## config.mk

```make
export PLATFORM = sky130hd
export DESIGN_NAME = pipeline_control
export DESIGN_NICKNAME = d
export VERILOG_FILES = /design/src/pipe_pkg.sv /design/src/pipeline_control.sv
export SDC_FILE = /design/constraint.sdc
export NUM_CORES = 1
export LEC_CHECK = 0
export BUFFER_PORTS_ARGS = -buffer_cell sky130_fd_sc_hd__buf_2
export CAP_MARGIN = 15
export CORE_MARGIN = 1
export CORE_UTILIZATION = 55
export CTS_CLUSTER_DIAMETER = 120
export DETAILED_ROUTE_END_ITERATION = 8
export PLACE_DENSITY = 0.77
export SLEW_MARGIN = 20
export SYNTH_ARGS = -nofsm -noshare
export SYNTH_HDL_FRONTEND = slang
export SYNTH_SLANG_ARGS = --single-unit
```

## constraint.sdc

```tcl
create_clock -name clk_i -period 3.9 [get_ports clk_i]
set_input_delay 0.78 -clock clk_i [delete_from_list [all_inputs] [get_ports clk_i]]
set_output_delay 0.78 -clock clk_i [all_outputs]
set_load 0.01 [all_outputs]
```

## src/pipe_pkg.sv

```systemverilog
package pipe_pkg;

  localparam int          ADDR_W     = 32;
  localparam int          REG_W      = 5;
  localparam logic [31:0] RESET_PC   = 32'h0000_0000;
  localparam logic [31:0] PC_STEP    = 32'h0000_0004;
  localparam logic [4:0]  LINK_REG   = 5'h0f;
  localparam logic [4:0]  ZERO_REG   = 5'h00;

  // instruction word fields
  localparam int OPC_HI    = 31;
  localparam int OPC_LO    = 28;
  localparam int RD_HI     = 27;
  localparam int RD_LO     = 23;
  localparam int RS1_HI    = 22;
  localparam int RS1_LO    = 18;
  localparam int RS2_HI    = 17;
  localparam int RS2_LO    = 13;
  localparam int ANNUL_BIT = 12;
  localparam int DISP_HI   = 11;
  localparam int DISP_LO   = 0;
  localparam int DISP_EXT  = 18;

  // instruction classes
  localparam logic [3:0] CLS_ALU  = 4'h0;
  localparam logic [3:0] CLS_LD   = 4'h1;
  localparam logic [3:0] CLS_LDD  = 4'h2;
  localparam logic [3:0] CLS_ST   = 4'h3;
  localparam logic [3:0] CLS_STD  = 4'h4;
  localparam logic [3:0] CLS_LDST = 4'h5;
  localparam logic [3:0] CLS_JUMP_AND_LINK_OP = 4'h6;
  localparam logic [3:0] CLS_RETURN_FROM_TRAP_OP = 4'h7;
  localparam logic [3:0] CLS_CALL = 4'h8;
  localparam logic [3:0] CLS_BR   = 4'h9;

  // operand source selects
  localparam logic [1:0] FWD_RF = 2'h0;
  localparam logic [1:0] FWD_EX = 2'h1;
  localparam logic [1:0] FWD_WR = 2'h2;

  localparam logic [1:0] CNT_0 = 2'h0;
  localparam logic [1:0] CNT_1 = 2'h1;
  localparam logic [1:0] CNT_2 = 2'h2;
  localparam logic [1:0] CNT_3 = 2'h3;

  typedef enum logic [3:0] {
    FS_RUN  = 4'h1,
    FS_DATA = 4'h2,
    FS_NULL = 4'h4,
    FS_TRAP = 4'h8
  } fetch_e;

  typedef struct packed {
    logic        valid;
    logic        internal_opcode;
    logic [31:0] word;
    logic [31:0] pc;
  } dec_s;

  typedef struct packed {
    logic       valid;
    logic       internal_opcode;
    logic       late;
    logic [4:0] rd;
  } stage_s;

  function automatic logic [1:0] iop_count(input logic [3:0] cls);
    case (cls)
      CLS_LD, CLS_JUMP_AND_LINK_OP, CLS_RETURN_FROM_TRAP_OP: iop_count = CNT_1;
      CLS_LDD, CLS_ST:            iop_count = CNT_2;
      CLS_STD, CLS_LDST:          iop_count = CNT_3;
      default:                    iop_count = CNT_0;
    endcase
  endfunction : iop_count

  function automatic logic [1:0] bus_count(input logic [3:0] cls);
    case (cls)
      CLS_LD:             bus_count = CNT_1;
      CLS_LDD, CLS_ST:    bus_count = CNT_2;
      CLS_STD, CLS_LDST:  bus_count = CNT_3;
      default:            bus_count = CNT_0;
    endcase
  endfunction : bus_count

endpackage : pipe_pkg

```

## src/pipeline_control.sv

```systemverilog
`timescale 1ns/1ps
module pipeline_control
  import pipe_pkg::*;
(
  input  wire logic        clk_i,
  input  wire logic        reset_i,
  input  wire logic [31:0] fetch_word_i,
  input  wire logic        cond_true_i,
  input  wire logic        trap_req_i,
  input  wire logic [31:0] trap_addr_i,
  input  wire logic [1:0]  memory_hold_inputs_i,
  input  wire logic        bus_hold_input_i,
  input  wire logic        stop_i,
  output logic      [31:0] fetch_addr_o,
  output logic             fetch_strobe_o,
  output logic             data_cycle_o,
  output logic             null_cycle_o,
  output logic      [31:0] dec_word_o,
  output logic             dec_iop_o,
  output logic             wb_en_o,
  output logic      [4:0]  wb_reg_o,
  output logic      [1:0]  fwd_rs1_o,
  output logic      [1:0]  fwd_rs2_o
);

  typedef struct packed {
    logic [2:0]       hold_meta;
    logic [2:0]       hold_sync;
    logic             stop_meta;
    logic             stop_sync;
    fetch_e           fst;
    logic [1:0]       bus_cnt;
    logic [31:0]      pc;
    logic             fetch_pend;
    logic [1:0]       pf_valid;
    logic [1:0][31:0] pf_word;
    logic [1:0][31:0] pf_pc;
    logic [31:0]      pend_pc;
    logic             annul_next;
    dec_s             dec;
    logic [1:0]       iop_cnt;
    stage_s           ex;
    stage_s           wr;
    logic [31:0]      addr;
    logic             strobe;
    logic             dcyc;
    logic             ncyc;
    logic             wben;
    logic [4:0]       wbreg;
    logic [1:0]       fwd1;
    logic [1:0]       fwd2;
  } ctl_s;

  ctl_s r_reg;
  ctl_s r_next;

  logic       freeze;
  logic       interlock;
  logic       trap_take;
  logic [3:0] dec_cls;
  logic [4:0] dec_rs1;
  logic [4:0] dec_rs2;

  assign freeze    = (|r_reg.hold_sync) | r_reg.stop_sync;
  assign dec_cls   = r_reg.dec.word[OPC_HI:OPC_LO];
  assign dec_rs1   = r_reg.dec.word[RS1_HI:RS1_LO];
  assign dec_rs2   = r_reg.dec.word[RS2_HI:RS2_LO];
  assign trap_take = trap_req_i & r_reg.ex.valid;

  // late-written destination (load, call link, jump link) read by next one
  assign interlock = r_reg.dec.valid & ~r_reg.dec.internal_opcode & r_reg.ex.valid
                   & r_reg.ex.late & (r_reg.ex.rd != ZERO_REG)
                   & ((dec_rs1 == r_reg.ex.rd)
                   | (dec_rs2 == r_reg.ex.rd));

  function automatic logic [1:0] fwd_sel(input logic [4:0] rs,
                                         input stage_s ex,
                                         input stage_s wr);
    if (rs == ZERO_REG) begin
      fwd_sel = FWD_RF;
    end else if (ex.valid && !ex.internal_opcode && ex.rd == rs) begin
      fwd_sel = FWD_EX;
    end else if (wr.valid && !wr.internal_opcode && wr.rd == rs) begin
      fwd_sel = FWD_WR;
    end else begin
      fwd_sel = FWD_RF;
    end
  endfunction : fwd_sel

  always_comb begin
    logic [1:0]  n_cnt;
    logic        pop;
    logic        redirect;
    logic        full;
    logic [31:0] target;
    n_cnt    = CNT_0;
    pop      = 1'b0;
    redirect = 1'b0;
    full     = 1'b0;
    target   = {{DISP_EXT{r_reg.dec.word[DISP_HI]}},
                r_reg.dec.word[DISP_HI:DISP_LO], 2'h0};
    r_next           = r_reg;
    r_next.hold_meta = {memory_hold_inputs_i, bus_hold_input_i};
    r_next.hold_sync = r_reg.hold_meta;
    r_next.stop_meta = stop_i;
    r_next.stop_sync = r_reg.stop_meta;

    if (!freeze) begin
      r_next.strobe = 1'b0;
      r_next.dcyc   = 1'b0;
      r_next.ncyc   = 1'b0;

      // write stage: retire what execute finished
      r_next.wben  = r_reg.wr.valid & ~r_reg.wr.internal_opcode;
      r_next.wbreg = r_reg.wr.rd;
      r_next.wr    = r_reg.ex;
      if (trap_take) begin
        r_next.wr.valid = 1'b0;
      end

      if (interlock) begin
        // decode holds, a bubble moves into execute
        r_next.ex.valid = 1'b0;
      end else begin
        r_next.ex.valid = r_reg.dec.valid;
        r_next.ex.internal_opcode   = r_reg.dec.internal_opcode;
        r_next.ex.rd    = (dec_cls == CLS_CALL) ? LINK_REG
                        : r_reg.dec.word[RD_HI:RD_LO];
        // internal opcodes of a load keep the late flag, so the
        // instruction after the last one still waits for the data
        r_next.ex.late  = (dec_cls == CLS_LD || dec_cls == CLS_LDD
                        || dec_cls == CLS_LDST || dec_cls == CLS_CALL
                        || dec_cls == CLS_JUMP_AND_LINK_OP);
        if (r_reg.dec.valid && !r_reg.dec.internal_opcode) begin
          n_cnt = iop_count(dec_cls);
          r_next.bus_cnt = bus_count(dec_cls);
          if (dec_cls == CLS_BR) begin
            if (cond_true_i) begin
              redirect  = 1'b1;
              r_next.pc = r_reg.dec.pc + target;
            end
            r_next.annul_next = r_reg.dec.word[ANNUL_BIT];
          end
        end
        if (r_reg.iop_cnt != CNT_0) begin
          r_next.dec.internal_opcode   = 1'b1;
          r_next.iop_cnt   = r_reg.iop_cnt - CNT_1;
        end else if (n_cnt != CNT_0) begin
          r_next.dec.internal_opcode   = 1'b1;
          r_next.iop_cnt   = n_cnt - CNT_1;
        end else if (r_reg.pf_valid[0]) begin
          pop              = 1'b1;
          r_next.dec.internal_opcode   = 1'b0;
          r_next.dec.valid = ~r_next.annul_next;
          r_next.dec.word  = r_reg.pf_word[0];
          r_next.dec.pc    = r_reg.pf_pc[0];
          r_next.annul_next = 1'b0;
        end else begin
          r_next.dec.valid = 1'b0;
        end
        if (r_reg.iop_cnt != CNT_0 || n_cnt != CNT_0) begin
          r_next.dec.valid = 1'b1;
          r_next.dec.word  = r_reg.dec.word;
        end
      end

      // prefetch buffer: shift on pop, push returning fetch
      if (pop) begin
        r_next.pf_valid   = {1'b0, r_reg.pf_valid[1]};
        r_next.pf_word[0] = r_reg.pf_word[1];
        r_next.pf_pc[0]   = r_reg.pf_pc[1];
      end
      if (redirect && pop) begin
        // delay slot leaves now, drop the sequential path behind it
        r_next.pf_valid = 2'h0;
      end
      if (r_reg.fetch_pend) begin
        r_next.fetch_pend = 1'b0;
        if (!(redirect && pop)) begin
          if (r_next.pf_valid[0]) begin
            r_next.pf_valid[1] = 1'b1;
            r_next.pf_word[1]  = fetch_word_i;
            r_next.pf_pc[1]    = r_reg.pend_pc;
          end else begin
            r_next.pf_valid[0] = 1'b1;
            r_next.pf_word[0]  = fetch_word_i;
            r_next.pf_pc[0]    = r_reg.pend_pc;
          end
        end
      end
      full = (&r_next.pf_valid)
           | (|r_next.pf_valid & r_next.fetch_pend);

      // fetch unit mode for this cycle
      if (trap_take) begin
        r_next.fst = FS_TRAP;
      end else if (r_next.bus_cnt != CNT_0) begin
        r_next.fst = FS_DATA;
      end else if (interlock) begin
        r_next.fst = FS_NULL;
      end else begin
        r_next.fst = FS_RUN;
      end

      case (r_next.fst)
        FS_TRAP: begin
          // flush everything younger than the trapping instruction
          r_next.pc         = trap_addr_i;
          r_next.dec.valid  = 1'b0;
          r_next.ex.valid   = 1'b0;
          r_next.pf_valid   = 2'h0;
          r_next.fetch_pend = 1'b0;
          r_next.iop_cnt    = CNT_0;
          r_next.bus_cnt    = CNT_0;
          r_next.annul_next = 1'b0;
        end
        FS_DATA: begin
          r_next.dcyc    = 1'b1;
          r_next.bus_cnt = r_next.bus_cnt - CNT_1;
        end
        FS_NULL: begin
          r_next.ncyc = 1'b1;
        end
        FS_RUN: begin
          if (!full && !redirect) begin
            r_next.addr       = r_reg.pc;
            r_next.strobe     = 1'b1;
            r_next.pend_pc    = r_reg.pc;
            r_next.fetch_pend = 1'b1;
            r_next.pc         = r_reg.pc + PC_STEP;
          end else if (redirect && !full) begin
            r_next.addr       = r_next.pc;
            r_next.strobe     = 1'b1;
            r_next.pend_pc    = r_next.pc;
            r_next.fetch_pend = 1'b1;
            r_next.pc         = r_next.pc + PC_STEP;
          end
        end
        default: begin
          r_next.fst = FS_RUN;
        end
      endcase

      // operand sources for the instruction now entering decode
      r_next.fwd1 = fwd_sel(r_next.dec.word[RS1_HI:RS1_LO],
                            r_next.ex, r_next.wr);
      r_next.fwd2 = fwd_sel(r_next.dec.word[RS2_HI:RS2_LO],
                            r_next.ex, r_next.wr);
    end
  end

  always_ff @(posedge clk_i) begin
    if (reset_i) begin
      r_reg       <= '0;
      r_reg.fst   <= FS_RUN;
      r_reg.pc    <= RESET_PC;
    end else begin
      r_reg <= r_next;
    end
  end

  assign fetch_addr_o   = r_reg.addr;
  assign fetch_strobe_o = r_reg.strobe;
  assign data_cycle_o   = r_reg.dcyc;
  assign null_cycle_o   = r_reg.ncyc;
  assign dec_word_o     = r_reg.dec.word;
  assign dec_iop_o      = r_reg.dec.internal_opcode & r_reg.dec.valid;
  assign wb_en_o        = r_reg.wben;
  assign wb_reg_o       = r_reg.wbreg;
  assign fwd_rs1_o      = r_reg.fwd1;
  assign fwd_rs2_o      = r_reg.fwd2;
endmodule : pipeline_control

```

# After elaboration in Yosys (flattened, before gate mapping)
# Cells that the tools add are included.
# classes
add_sub_neg,6
n_bitwise,16
n_reduce_logical,47
eq_ne,27
n_mux,83
# ops
op,n
32-bit two-way mux,11
130-bit two-way mux,2
69-bit two-way mux,2
33-bit two-way mux,4
131-bit two-way mux,1
64-bit two-way mux,2
34-bit two-way mux,3
33-bit one-hot mux with 2 select lines,1
65-bit two-way mux,1
32-bit by 3-bit adder with 32-bit output (second input constant),2
2-bit two-way mux,18
32-bit adder,1
5-bit == test,6
1-bit two-way mux,26
4-bit by 3-bit == test with 1-bit output (second input constant),5
7-bit two-way mux,2
2-bit nonzero test,7
4-bit by 2-bit == test with 1-bit output (second input constant),3
4-bit == test (second input constant),3
3-bit two-way mux,4
2-bit one-hot mux with 3 select lines,2
1-bit logical AND,10
5-bit logical NOT,2
2-bit != test (second input constant),5
21 further kinds,56
# totals
output_inout_bits,78
register_bits,334

# Logic depth before layout (Yosys ltp)
# logic_depth
ltp_word,28
depth_mapped,19

# Least setup slack after synthesis
# OpenSTA, ideal clock, no wires.
# synth_timing
path_kind,register -> register
startpoint,reg r_reg[57] (netlist name)
endpoint,reg r_reg[313] (netlist name)
setup_ns,0.091
required_time_ns,3.809
path_stages_with_launch,20
arrival_ns,3.661
setup_slack_ns,0.148
path_cell_list,dfxtp_1 buf_2 xnor2_1 nand3_1 o22ai_2 a21o_1 buf_2 clkbuf_1 buf_1 nand2_1 o21ai_0 ha_1 nand4_1 nor2_1 and3_1 nand4_1 nor3_1 a21oi_1 or3_1 a311oi_1
# synth_via
elab_chain_len,20
word_cells_on_any_way,39
classes_between,add/sub: 1; eq/ne: 4; mux: 20; bitwise: 5; reduce/logical: 9
# synth_lines
element,line_no,text
"start, declared",pipeline_control.sv:54,ctl_s r_reg;
"start signal, assigned",pipeline_control.sv:258,r_reg <= r_next;
"5-bit == test, or another cell as far along",pipeline_control.sv:73,& ((dec_rs1 == r_reg.ex.rd)
1-bit OR or 1-bit AND (tied branches),"pipeline_control.sv:74, pipeline_control.sv:72",
1-bit AND (*),pipeline_control.sv:73,
1-bit two-way mux,pipeline_control.sv:121,if (interlock) begin
1-bit two-way mux,pipeline_control.sv:108,if (!freeze) begin
2-bit two-way mux or 1-bit logical AND (tied branches),"pipeline_control.sv:168, pipeline_control.sv:173, pipeline_control.sv:179",
2-bit two-way mux,pipeline_control.sv:173,if (redirect && pop) begin
2-bit two-way mux,pipeline_control.sv:108,
[4 not listed],n/a,
2-bit OR reduction,pipeline_control.sv:192,| (|r_next.pf_valid & r_next.fetch_pend);
1-bit AND,pipeline_control.sv:192,
1-bit OR,pipeline_control.sv:192,
1-bit logical NOT,"pipeline_control.sv:225, pipeline_control.sv:231",
1-bit logical AND,pipeline_control.sv:231,end else if (redirect && !full) begin
33-bit two-way mux,pipeline_control.sv:231,
33-bit two-way mux,pipeline_control.sv:225,if (!full && !redirect) begin
33-bit one-hot mux with 2 select lines (*),pipeline_control.sv:205,case (r_next.fst)
# Mark *: on every way between the ends. The rest lies on a longest branch, timed or not. The select of a mux whose other input is x is not followed.
# A chain may end at the register's enable or synchronous reset.

# Final worst setup path
# layout_timing
startpoint,"reg r_reg, in the netlist dec_word_o[2]"
endpoint,reg r_reg[323] (netlist name)
# layout_via
elab_chain_len,10
# layout_lines
element,line_no,text
32-bit adder (*),pipeline_control.sv:140,r_next.pc = r_reg.dec.pc + target;
32-bit two-way mux (*),pipeline_control.sv:138,if (cond_true_i) begin
32-bit two-way mux (*),pipeline_control.sv:137,if (dec_cls == CLS_BR) begin
34-bit two-way mux (*),pipeline_control.sv:134,if (r_reg.dec.valid && !r_reg.dec.internal_opcode) begin
34-bit two-way mux (*),pipeline_control.sv:121,
34-bit two-way mux (*),pipeline_control.sv:108,
32-bit by 3-bit adder with 32-bit output,pipeline_control.sv:236,r_next.pc = r_next.pc + PC_STEP;
33-bit two-way mux,pipeline_control.sv:231,
33-bit two-way mux,pipeline_control.sv:225,
33-bit one-hot mux with 2 select lines (*),pipeline_control.sv:205,
# Marked as above.

==> results.yml <==
synth:
  synth_warnings: 0
  synth-simple-area-share_pct: 22.8
  synth-xor-area-share_pct: 4.02
  netlist_top_cells_area: "dfxtp_1, nand2_1, a21oi_1"
  synth_area_um2: 17900
  syn_inst: 2321
  synth_compound_area_share_pct: 24.0
  yosysSeqAreaShare_pct: 37.4
  async_reset_ff_share_pct: 0
  synth_top_area_share_pct: 37.4
  synthAdderAreaFrac_pct: 2.42
  synth_edf_count: 0
  synth_flop_cell: "dfxtp_1"
  yosysTopAreaCell: "dfxtp_1"
  synthDistinctLibCells: 86
  synth-seq-cells: 334
  syn-num-nets: 2427
  muxShareOfSynthArea_pct: 1.97
  synth_top_family_by_area: "compound AO/OA/AOI/OAI gates"
  yosysMostFrequentCell: "nand2_1"
  synthTopCellsByCount: "nand2_1, dfxtp_1, a21oi_1"
  synth.avg_cell_area_um2: 7.70
cells_and_area:
  largest_reg_flops: 253
  fin_area_um2: 20300
  areaGrowthSynthToFinish_pct: 13.3
  multi_input_area_um2: 10000
  final-seq-area_um2: 6690
  diodes: 0
  drive_above_1_share_pct: 16.3
  final_util_pct: 63.7
  nNetsFinal: 2470
  nFillCells: 2830
setup_path:
  reg2reg_slack_ns: 0.21
  r2r_end: "r_reg[323]$_SDFFE_PP0N_"
  cp_data_required_time_ns: 4.30
  path_max_fanout: 4
  crit_arrival_ns: 4.09
  cp-end-kind: "flip-flop"
  crit_path_start_kind: "flip-flop"
  worstRegToRegCells: 13
  r2r_start: "dec_word_o[2]$_SDFFE_PP0P_"
  critical_path_class: "reg -> reg"
timing:
  period_needed_ns: 3.69
  relSlewSlack_pct: 30.3
  worst_slew_pin_slew_ns: 1.04
  slew_viol_final: 0
  min_period_over_period_pct: 94.5
  fmax_mhz: 271
  skew_ns: 0.0202
  hold_viol: 0
  setup-violations-final: 0
die:
  dieHeight_um: 182
  start_util_pct: 56.2
  io_pins: 150
  core.rowCount: 65
  die_w_um: 182
  core_um2: 31800
  die-area_um2: 33200
grt:
  grt-ovfl-total: 0
  grt_usage_pct: 33.9
  grt_pass1_vias: 16000
  grt_first_pass_wirelength_mm: 89.1
  antenna_found_initial: 0
  grt_max_degree: 112
route:
  vias_per_cell: 6.16
  ant_nets: 0
  wl_mm: 56.9
  wire_per_inst_um: 20.1
  drc: 0
  drt_first_pass_iters: 8
  vias: 17400
  drtIter0Drc: 1580
place:
  place.gp.congestion: 0.984
  dpl.hpwl_mm: 40.2
  placedInstanceArea_um2: 18800
  port_buffers: 149
clock_tree:
  clk-insertion-delay-late_ns: 0.55
  cts_inserted_buffers: 36
  clock_path_buffers: 3
  tritoncts: "built"
  clkTransAtPathRegs_ns: 0.07
  cts_max_level: 2
  postCtsHoldBufs: 0
  root_buffer: "clkbuf_16"
  cts_sinks: 334
status:
  outcome: "finished clean"
run:
  cap_violations: 0
power_and_ir_drop:
  power.density_nw_per_um2: 591
  power_leakage_nw: 7.70
  irDropWorstVdd_mv: 0.416
worst_hold_path:
  min_from: "r_next[331]$_SDFF_PP0_"
  hold_path_depth: 1
  holdPathEnd: "r_reg[331]$_SDFF_PP0_"
  hold_path_class: "reg -> reg"
-- cell usage in the layout, fill, tap and decap left out, types with 9 or more instances in the layout --
master       n
a211oi_1    90
a21o_1      15
a21oi_1    243
a221oi_1    27
a311oi_1    12
a31oi_1     19
and3_1      18
buf_12       9
buf_2      148
buf_4       95
clkbuf_16   37
dfxtp_1    331
ha_1        30
inv_1       22
mux2i_1     32
nand2_1    385
nand3_1     52
nand4_1     22
nor2_1     223
nor2b_1     18
nor3_1      31
o211ai_1     9
o21a_1      53
o21ai_0    113
or2_2       10
or3_1       71
xnor2_1     50
xor2_1      31
-- power breakdown --
| group | switching, mW | internal [mW] | total, mW |
|---|---|---|---|
| clock network | 1.51 | 2.16 | 3.66 |
| logic | 2.41 | 1.40 | 3.81 |
| registers | 0.485 | 4.02 | 4.51 |
| total | 4.40 | 7.58 | 12.0 |
-- worst max-delay path by stage --
stage,endpoint,slack (ns),startpoint,cells after the start
floorplan,r_reg[313]$_SDFFE_PP0N_,0.15,r_reg[57]$_SDFFE_PP0N_,19
global placement,r_reg[323]$_SDFFE_PP0N_,0.11,dec_word_o[11]$_SDFFE_PP0P_,14
detailed placement,r_reg[320]$_SDFFE_PP0N_,0.03,dec_word_o[0]$_SDFFE_PP0P_,15
CTS,r_reg[318]$_SDFFE_PP0N_,0.03,dec_word_o[0]$_SDFFE_PP0P_,15
global route,r_reg[318]$_SDFFE_PP0N_,-0.03,dec_word_o[0]$_SDFFE_PP0P_,16
finish,r_reg[323]$_SDFFE_PP0N_,0.21,dec_word_o[2]$_SDFFE_PP0P_,13
-- worst max-delay path: stages (launching register included) --
cell and delay (ns):
dfxtp_1 0.34, ha_1 0.39, o211ai_1 0.30, o21ai_1 0.16
o311ai_2 0.32, buf_4 0.19, a21oi_1 0.06, a211oi_1 0.26
xnor2_1 0.25, a31oi_2 0.16, or4_4 0.58, nor4b_4 0.23
mux2i_1 0.25, nor4_2 0.06
-- timing repair --
item	4_1_cts	5_1_grt
setup buffers	0	6
resized for setup	0	30
hold endpoints to repair	0	0
setup endpoints to repair	0	19
-- stage by stage --
| step | instances | TNS (ns) | hold WS (ns) | setup WS [ns] | power, mW |
|---|---|---|---|---|---|
| after floorplan | 2321 | 0 | 0.414 | 0.148 | 6.92 |
| after global placement | 2755 | 0 | 0.419 | 0.115 | 8.19 |
| after detailed placement | 2755 | 0 | 0.430 | 0.0292 | 8.27 |
| after CTS | 2819 | 0 | 0.441 | 0.0294 | 11.9 |
| after global routing | 2825 | -0.0278 | 0.456 | -0.0278 | 12.5 |
| final | 2825 | 0 | 0.444 | 0.214 | 12.0 |
-- routing by layer --
| layer | routed length (um) | global-route usage (%) |
|---|---|---|
| met1 | 25300 | 48.4 |
| met2 | 24500 | 50.7 |
| met3 | 5120 | 5.57 |
| met4 | 1930 | 13.3 |
| met5 | 0 | 0 |
-- cell families after synthesis --
family / count (synthesis)
flip-flops: 334
adder cells (fa/ha/maj): 34
buffers and inverters: 270
AND/OR/NAND/NOR: 896
multiplexers: 35
AO/OA/AOI/OAI: 670
XOR/XNOR: 82
-- cell type report --
class / count / area share [%]
flip-flops and latches: 334 / 33.0
repair buffers: 253 / 8.14
clock inverters: 18 / 1.14
clock buffers: 46 / 5.08
well taps: 435 / 2.69
inverters: 22 / 0.408
multi-input cells: 1717 / 49.5
No activity file was read; power rests on OpenSTA's default activity.
